<file path="src/rtl/offset_prog_defines.vh">
// Constants for the flag offset programming block
`ifndef OFFSET_PROG_DEFINES_VH
`define OFFSET_PROG_DEFINES_VH

// ----------------------------------------------------------------
// Widths
// ----------------------------------------------------------------
`define OFS_W            17
`define BUS_W            18
`define PTR_W            3
`define SCNT_W           6
`define NBITS_W          5

// ----------------------------------------------------------------
// Significant bits and depth codes
// ----------------------------------------------------------------
`define BITS_X9_BASE     5'h0E
`define BITS_OTHER_BASE  5'h0D
`define DEPTH_DEEPEST    2'h3
`define DEPTH_DEFAULT    2'h3

// ----------------------------------------------------------------
// Reset values of the offset registers
// ----------------------------------------------------------------
`define EMPTY_OFS_RST    17'h0007F
`define FULL_OFS_RST     17'h0007F

// ----------------------------------------------------------------
// Synchroniser
// ----------------------------------------------------------------
`define SYNC_STAGES      2

`endif

</file>
<file path="src/rtl/pin_sync.v">
// Two-flop synchroniser for a group of pin inputs
`timescale 1ns/10ps

module pin_sync #(
    parameter WIDTH = 1
) (
    // Clock and reset
    input  wire             sys_clk,
    input  wire             sys_rst,
    // Asynchronous pins in, synchronised levels out
    input  wire [WIDTH-1:0] pin_in,
    output wire [WIDTH-1:0] pin_out
);

    reg [WIDTH-1:0] meta_q;
    reg [WIDTH-1:0] sync_q;

    // First stage is read only by the second stage
    always @(posedge sys_clk or posedge sys_rst) begin
        if (sys_rst) begin
            meta_q <= {WIDTH{1'b0}};
            sync_q <= {WIDTH{1'b0}};
        end else begin
            meta_q <= pin_in;
            sync_q <= meta_q;
        end
    end

    assign pin_out = sync_q;

endmodule

</file>
<file path="src/rtl/fifo_flag_offset_programmer.v">
// Almost-empty / almost-full offset register bank with parallel, serial load
`timescale 1ns/10ps
`include "offset_prog_defines.vh"

// Function
// RULE1 - Parallel write stores words: empty low, empty high, full low, full high
// RULE2 - Parallel read presents next offset word per read-clock edge, same order
// RULE3 - Serial mode shifts one bit per write-clock edge, empty LSB first
// RULE4 - Significant bits depend on depth and mode; unused bits ignored on write
// RULE5 - Nine-bit port carries bits 1-8 then 9-16 on lines 0-7
// RULE6 - Deepest x9-to-x9 adds third word carrying bit 17 on line 0
// RULE7 - Deepest x9 in, x18 out programs in four write cycles
// RULE8 - Deepest x9 out, x18 in reads back in four cycles
// RULE9 - Deepest x9-to-x9 program or readback takes six cycles
// RULE10 - Serial or parallel load choice latched only during master reset
// RULE11 - Same sequence in fall-through and standard timing modes
// RULE12 - Eighteen-bit port moves a register per cycle, parity layout optional
// RULE13 - Independent write and read pointers; master reset clears them
// RULE14 - Load select high routes enables to memory; resume at next word
// RULE15 - Controller must not read and write offsets at once
module fifo_flag_offset_programmer #(
    parameter [1:0] DEPTH_SEL = `DEPTH_DEFAULT
) (
    // Clock and reset
    input  wire              sys_clk,
    input  wire              sys_rst,
    // Controller pins, asynchronous to sys_clk
    input  wire              master_reset_n,
    input  wire              offset_load_select_n,
    input  wire              wr_en_n,
    input  wire              rd_en_n,
    input  wire              serial_shift_en_n,
    input  wire              serial_in,
    input  wire              write_clk_pin,
    input  wire              read_clk_pin,
    input  wire [`BUS_W-1:0] in_data_bus,
    // Configuration pins, taken during master reset
    input  wire              in_width_sel,
    input  wire              out_width_sel,
    input  wire              parity_sel,
    input  wire              fall_through_mode,
    // Readback port
    output reg  [`BUS_W-1:0] out_data_bus,
    output reg               out_data_valid,
    // Memory access strobes
    output reg               mem_write_pulse,
    output reg               mem_read_pulse,
    // Offset and mode state
    output reg  [`OFS_W-1:0] empty_offset,
    output reg  [`OFS_W-1:0] full_offset,
    output reg               serial_mode,
    output reg               fall_through_latched
);

    // ------------------------------------------------------------
    // Helpers
    // ------------------------------------------------------------
    function [`NBITS_W-1:0] sig_bits;
        input       x9x9;
        input [1:0] dsel;
        begin
            sig_bits = (x9x9 ? `BITS_X9_BASE : `BITS_OTHER_BASE) + {3'h0, dsel};
        end
    endfunction

    function [`PTR_W-1:0] words_per_reg;
        input is18;
        input deep9;
        begin
            if (is18)
                words_per_reg = 3'h1;
            else if (deep9)
                words_per_reg = 3'h3;
            else
                words_per_reg = 3'h2;
        end
    endfunction

    // Place one bus word into an offset register
    function [`OFS_W-1:0] put_word;
        input [`OFS_W-1:0] old;
        input [1:0]        idx;
        input [`BUS_W-1:0] d;
        input              is18;
        input              par;
        reg   [`OFS_W-1:0] r;
        begin
            r = old;
            if (is18) begin
                if (par)
                    r[15:0] = {d[16:9], d[7:0]}; // RULE12
                else
                    r[15:0] = d[15:0]; // RULE12
            end else begin
                case (idx)
                    2'h0: r[7:0] = d[7:0]; // RULE5
                    2'h1: r[15:8] = d[7:0]; // RULE5
                    default: r[16] = d[0]; // RULE6
                endcase
            end
            put_word = r;
        end
    endfunction

    // Pick one bus word out of an offset register; unused lines read zero
    function [`BUS_W-1:0] get_word;
        input [`OFS_W-1:0] v;
        input [1:0]        idx;
        input              is18;
        input              par;
        begin
            if (is18)
                get_word = par ? {1'b0, v[15:8], 1'b0, v[7:0]} : {2'h0, v[15:0]};
            else begin
                case (idx)
                    2'h0: get_word = {10'h000, v[7:0]};
                    2'h1: get_word = {10'h000, v[15:8]};
                    default: get_word = {17'h00000, v[16]};
                endcase
            end
        end
    endfunction

    // ------------------------------------------------------------
    // Pin synchronisation and edge detection
    // ------------------------------------------------------------
    wire [29:0] pins_s;
    wire        mrs_n_s;
    wire        ld_n_s;
    wire        wen_n_s;
    wire        ren_n_s;
    wire        sen_n_s;
    wire        si_s;
    wire        wclk_s;
    wire        rclk_s;
    wire        iw_s;
    wire        ow_s;
    wire        par_s;
    wire        ffm_s;
    wire [`BUS_W-1:0] din_s;

    pin_sync #(
        .WIDTH (30)
    ) u_pin_sync (
        .sys_clk (sys_clk),
        .sys_rst (sys_rst),
        .pin_in  ({master_reset_n, offset_load_select_n, wr_en_n, rd_en_n,
                   serial_shift_en_n, serial_in, write_clk_pin, read_clk_pin,
                   in_width_sel, out_width_sel, parity_sel, fall_through_mode,
                   in_data_bus}),
        .pin_out (pins_s)
    );

    assign {mrs_n_s, ld_n_s, wen_n_s, ren_n_s, sen_n_s, si_s, wclk_s, rclk_s,
            iw_s, ow_s, par_s, ffm_s, din_s} = pins_s;

    reg wclk_prev_q;
    reg rclk_prev_q;

    // Data and controls share the same delay as the clocks, so they line up
    always @(posedge sys_clk or posedge sys_rst) begin
        if (sys_rst) begin
            wclk_prev_q <= 1'b0;
            rclk_prev_q <= 1'b0;
        end else begin
            wclk_prev_q <= wclk_s;
            rclk_prev_q <= rclk_s;
        end
    end

    wire wclk_rise = wclk_s & ~wclk_prev_q;
    wire rclk_rise = rclk_s & ~rclk_prev_q;

    // ------------------------------------------------------------
    // Configuration and decode
    // ------------------------------------------------------------
    reg iw18_q;
    reg ow18_q;
    reg par_q;

    wire               x9x9      = ~iw18_q & ~ow18_q;
    wire               deep9     = x9x9 & (DEPTH_SEL == `DEPTH_DEEPEST);
    wire [`NBITS_W-1:0] nbits    = sig_bits(x9x9, DEPTH_SEL); // RULE4
    wire [`OFS_W-1:0]  ofs_mask  = {`OFS_W{1'b1}} >> (5'h11 - nbits); // RULE4
    wire [`PTR_W-1:0]  wr_wpr    = words_per_reg(iw18_q, deep9); // RULE7 RULE9
    wire [`PTR_W-1:0]  rd_wpr    = words_per_reg(ow18_q, deep9); // RULE8 RULE9

    // Offset operations; fall-through mode is not consulted here
    wire par_wr  = wclk_rise & ~ld_n_s & ~wen_n_s & ren_n_s & sen_n_s
                   & ~serial_mode; // RULE1 RULE11
    wire ser_wr  = wclk_rise & ~ld_n_s & wen_n_s & ren_n_s & ~sen_n_s
                   & serial_mode; // RULE3 RULE11
    wire par_rd  = rclk_rise & ~ld_n_s & wen_n_s & ~ren_n_s & sen_n_s; // RULE2
    wire mem_wr  = wclk_rise & ld_n_s & ~wen_n_s; // RULE14
    wire mem_rd  = rclk_rise & ld_n_s & ~ren_n_s; // RULE14

    // ------------------------------------------------------------
    // Pointers and offset registers
    // ------------------------------------------------------------
    reg [`PTR_W-1:0]  wr_ptr_q;
    reg [`PTR_W-1:0]  wr_ptr_d;
    reg [`PTR_W-1:0]  rd_ptr_q;
    reg [`PTR_W-1:0]  rd_ptr_d;
    reg [`SCNT_W-1:0] sbit_q;
    reg [`SCNT_W-1:0] sbit_d;
    reg [`OFS_W-1:0]  empty_d;
    reg [`OFS_W-1:0]  full_d;
    reg [`BUS_W-1:0]  rd_word;
    reg [`PTR_W-1:0]  wi;
    reg [`PTR_W-1:0]  ri;
    reg [`NBITS_W-1:0] fpos;

    wire wr_full_sel = (wr_ptr_q >= wr_wpr);
    wire rd_full_sel = (rd_ptr_q >= rd_wpr);

    // Next-state of the bank; pointers wrap after the full-offset last word
    always @* begin
        wr_ptr_d = wr_ptr_q;
        rd_ptr_d = rd_ptr_q;
        sbit_d   = sbit_q;
        empty_d  = empty_offset;
        full_d   = full_offset;
        wi       = wr_full_sel ? wr_ptr_q - wr_wpr : wr_ptr_q;
        ri       = rd_full_sel ? rd_ptr_q - rd_wpr : rd_ptr_q;
        fpos     = sbit_q[`NBITS_W-1:0] - nbits;
        rd_word  = get_word(rd_full_sel ? full_offset : empty_offset, ri[1:0],
                            ow18_q, par_q); // RULE2 RULE12
        if (par_wr) begin
            if (wr_full_sel)
                full_d = put_word(full_offset, wi[1:0], din_s, iw18_q, par_q)
                         & ofs_mask; // RULE1 RULE4
            else
                empty_d = put_word(empty_offset, wi[1:0], din_s, iw18_q, par_q)
                          & ofs_mask; // RULE1 RULE4
            wr_ptr_d = (wr_ptr_q + 3'h1 == {wr_wpr[1:0], 1'b0}) ? 3'h0
                       : wr_ptr_q + 3'h1; // RULE13
        end
        if (ser_wr) begin
            if (sbit_q < {1'b0, nbits})
                empty_d[sbit_q[4:0]] = si_s; // RULE3
            else
                full_d[fpos] = si_s; // RULE3
            sbit_d = (sbit_q + 6'h01 == {nbits, 1'b0}) ? 6'h00
                     : sbit_q + 6'h01; // RULE3
        end
        if (par_rd)
            rd_ptr_d = (rd_ptr_q + 3'h1 == {rd_wpr[1:0], 1'b0}) ? 3'h0
                       : rd_ptr_q + 3'h1; // RULE13
    end

    // Master reset restores defaults and takes the mode straps
    always @(posedge sys_clk or posedge sys_rst) begin
        if (sys_rst) begin
            wr_ptr_q             <= 3'h0;
            rd_ptr_q             <= 3'h0;
            sbit_q               <= 6'h00;
            empty_offset         <= `EMPTY_OFS_RST;
            full_offset          <= `FULL_OFS_RST;
            serial_mode          <= 1'b0;
            iw18_q               <= 1'b0;
            ow18_q               <= 1'b0;
            par_q                <= 1'b0;
            fall_through_latched <= 1'b0;
            out_data_bus         <= 18'h00000;
            out_data_valid       <= 1'b0;
            mem_write_pulse      <= 1'b0;
            mem_read_pulse       <= 1'b0;
        end else if (!mrs_n_s) begin
            wr_ptr_q             <= 3'h0; // RULE13
            rd_ptr_q             <= 3'h0; // RULE13
            sbit_q               <= 6'h00;
            empty_offset         <= `EMPTY_OFS_RST;
            full_offset          <= `FULL_OFS_RST;
            serial_mode          <= ~ld_n_s; // RULE10
            iw18_q               <= iw_s;
            ow18_q               <= ow_s;
            par_q                <= par_s;
            fall_through_latched <= ffm_s; // RULE11
            out_data_valid       <= 1'b0;
            mem_write_pulse      <= 1'b0;
            mem_read_pulse       <= 1'b0;
        end else begin
            wr_ptr_q        <= wr_ptr_d;
            rd_ptr_q        <= rd_ptr_d;
            sbit_q          <= sbit_d;
            empty_offset    <= empty_d;
            full_offset     <= full_d;
            out_data_valid  <= par_rd;
            mem_write_pulse <= mem_wr; // RULE14
            mem_read_pulse  <= mem_rd; // RULE14
            if (par_rd)
                out_data_bus <= rd_word; // RULE2
        end
    end

endmodule

</file>
<file path="config.mk">
export PLATFORM = sky130hd
export DESIGN_NAME = fifo_flag_offset_programmer
export DESIGN_NICKNAME = d
export VERILOG_FILES = /design/src/rtl/pin_sync.v /design/src/rtl/fifo_flag_offset_programmer.v
export VERILOG_INCLUDE_DIRS = /design/src /design/src/rtl
export SDC_FILE = /design/constraint.sdc
export NUM_CORES = 1
export LEC_CHECK = 0
export BUFFER_PORTS_ARGS = -buffer_cell sky130_fd_sc_hd__buf_2
export CORE_MARGIN = 1.5
export CORE_UTILIZATION = 55
export CTS_CLUSTER_SIZE = 12
export DETAILED_ROUTE_END_ITERATION = 10
export PLACE_DENSITY_LB_ADDON = 0.25
export SLEW_MARGIN = 20
export SYNTH_ARGS = -nofsm -noshare
export SYNTH_HDL_FRONTEND = slang
export SYNTH_HIERARCHICAL = 1
export SYNTH_SLANG_ARGS = --single-unit
</file>
<file path="constraint.sdc">
create_clock -name sys_clk -period 3.3 [get_ports sys_clk]
set_clock_uncertainty 0.05 [all_clocks]
set_input_delay 0.66 -clock sys_clk [delete_from_list [all_inputs] [get_ports sys_clk]]
set_output_delay 0.66 -clock sys_clk [all_outputs]
set_load 0.02 [all_outputs]
</file>
==> Implementation_results.wiki <==
{| class="wikitable"
! Metric !! Value
|-
| Overflow left after global routing || 0
|-
| Detailed-route wire length on metal 1 || 7.06 mm
|-
| Syn Std Cell Area || 6220 sq um
|-
| Setup repair bufs after CTS || 0
|-
| Number of antenna violations at the first check in global routing || 0
|-
| Layout net count || 702
|-
| Global-route wire length before repair || 25.0 mm
|-
| Post-route cell area || 7430 sq um
|-
| Setup slack of the most critical reg-to-reg path || 380 ps
|-
| Die Height || 109 um
|-
| HPWL after detailed placement || 11.9 mm
|-
| Share of layout cells above drive strength 1 || 27.1%
|-
| Routed via count divided by cell count || 6.06
|-
| Number of hold buffers added after CTS || 0
|-
| Quantity of gates resized following cts || 0
|-
| Clock-pin slew of the registers on the worst-case setup and hold paths || 60 ps
|-
| Quantity of I/O buffers inserted on ports || 86
|-
| Pleak || 3.29 nW
|-
| Most frequent standard cell in the layout excluding fill and tap cells || sky130_fd_sc_hd__dfrtp_1
|-
| Register-to-Register Path Depth || 8
|-
| Number of global-route vias before repair || 4769
|-
| Endpoints failing hold || 0
|-
| Core area || 10900 sq um
|-
| Critical Path Start Type || flip-flop
|-
| Number of detailed-route iterations in the first pass || 5
|-
| # H-tree levels || 4
|-
| Die Width || 109 um
|-
| Vias post-DR || 4916
|-
| Cts bufs inserted || 17
|-
| Wirelength per Cell || 19.9 um
|-
| Hold WC Path Type || input port to async pin
|-
| Timing-limited maximum frequency || 343 MHz
|-
| P per Cell Area || 546 nW/um^2
|-
| Post-synthesis instance total || 562
|-
| Tightest Pin Transition || 916 ps
|-
| Final RePlAce weighted congestion || 0.983
|-
| Met2 WL post-DR || 7.41 mm
|-
| Die ar. || 11900 sq um
|-
| Period utilization || 88.4%
|-
| Number of rows created at floorplan || 38
|-
| Unrepaired setup endpoints after global routing || no
|-
| ANT cells || 0
|-
| Critical path class || flip-flop to flip-flop
|-
| Post-route setup TNS || 0 ps
|-
| Worst Path Arrival || 3210 ps
|-
| Clock Latency Late Sink || 410 ps
|-
| DRT iter0 DRCs || 401
|-
| Final-report setup violation count || 0
|-
| Count of boundary I/O pins || 89
|-
| Clock tree buffer depth || 2
|-
| Routed wire length on met3 || 1.08 mm
|-
| Most frequent cells in the layout || 117 x sky130_fd_sc_hd__dfrtp_1, 86 x sky130_fd_sc_hd__buf_2, 48 x sky130_fd_sc_hd__nand2_1
|-
| Syn_nets || 606
|-
| Tmin final || 2920 ps
|-
| Status || finished clean
|-
| Standard cell area after detailed placement || 6810 sq um
|-
| Critical Path End Type || flip-flop
|-
| Count of synthesis-stage warnings from yosys || 6
|-
| Clock Sinks || 131
|-
| CP Data Required Time || 3590 ps
|-
| Overall routed net length || 16.1 mm
|-
| MaxCap Viol Count || 0
|-
| Uppermost routed layer || met4
|-
| Pin count of the biggest net entering global routing || 52
|-
| Crit Path Max Fanout || 8
|-
| Overall fraction of global-route tracks in use || 28.4%
|-
| Worst vdd ir || 0.000343 V
|-
| Max_slew headroom || 38.9%
|-
| Number of remaining DRC errors || 0
|-
| Clock tree from TritonCTS || built
|-
| Mean Syn Cell Area || 11.1 sq um
|-
| Number of pins exceeding their max-slew limit in the final report || 0
|-
| Final antenna-violating net count || 0
|-
| Initial Util || 56.8%
|-
| Area Overhead vs Synth || 19.5%
|-
| Cell at the root of the clock tree || sky130_fd_sc_hd__clkbuf_16
|}
==> area by class of cell <==
class	instances	area, sq um
Timing Repair Buffer	103	571
Inverter	12	45.0
Clock buffer	19	443
Sequential cell	131	3300
Clock inverter	13	183
Tap cell	140	175
Multi-Input combinational cell	393	2720
Fill cell	837	3500
==> per-stage QoR <==
step | util, % | std cells | setup slack [ps] | total power [mW] | hold slack (ps)
2_1_floorplan | - | 562 | 345 | 1.99 | 281
3_3_place_gp | 62.2 | 779 | 510 | 2.09 | 282
3_5_place_dp | 62.2 | 779 | 442 | 2.11 | 286
4_1_cts | 68.0 | 811 | 409 | 4.08 | 268
5_1_grt | 68.0 | 811 | 203 | 4.18 | 285
6_report | 68.0 | 811 | 382 | 4.06 | 255
==> sequential cells by signal, indices dropped and copies added (netlist names), 3 cells and up <==
| signal | count |
|---|---|
| out_data_bus | 17 |
| wr_ptr_q | 3 |
| full_offset | 17 |
| empty_offset | 17 |
| u_pin_sync/pin_out | 29 |
| rd_ptr_q | 3 |
| sbit_q | 6 |
| u_pin_sync/meta_q | 29 |
==> power breakdown <==
group	switching, mW	internal [mW]	leakage [nW]
registers	0.0557	1.67	1.62
logic	0.216	0.136	1.37
clock network	0.693	1.28	0.296
==> critical path: stages (launching register included) <==
cell,delay (ps)
sky130_fd_sc_hd__dfrtp_1,470
sky130_fd_sc_hd__nand2b_1,190
sky130_fd_sc_hd__ha_1,300
sky130_fd_sc_hd__a2111oi_0,590
sky130_fd_sc_hd__a211o_1,260
sky130_fd_sc_hd__a21oi_2,150
sky130_fd_sc_hd__nor2_4,260
sky130_fd_sc_hd__mux2_1,360
sky130_fd_sc_hd__o22a_1,190
==> metal layers <==
metal | vias up | track usage, %
li1 | 2280 | -
met1 | 2355 | 38.0
met2 | 242 | 45.0
met3 | 39 | 5.16
met4 | 0 | 13.6
met5 | - | 0
==> path summary, 6_finish.rpt <==
| path | from | to |
|---|---|---|
| hold reg to reg | u_pin_sync/meta_q[6] | u_pin_sync/pin_out[6] |
| hold / removal | sys_rst | u_pin_sync/pin_out[22] |
| min in group sys_clk | u_pin_sync/meta_q[6] | u_pin_sync/pin_out[6] |
| max in group asynchronous | sys_rst | empty_offset[3] |
| setup / recovery | iw18_q | full_offset[3] |
| setup reg to reg | iw18_q | full_offset[3] |
No activity file was read; power rests on OpenSTA's default activity.
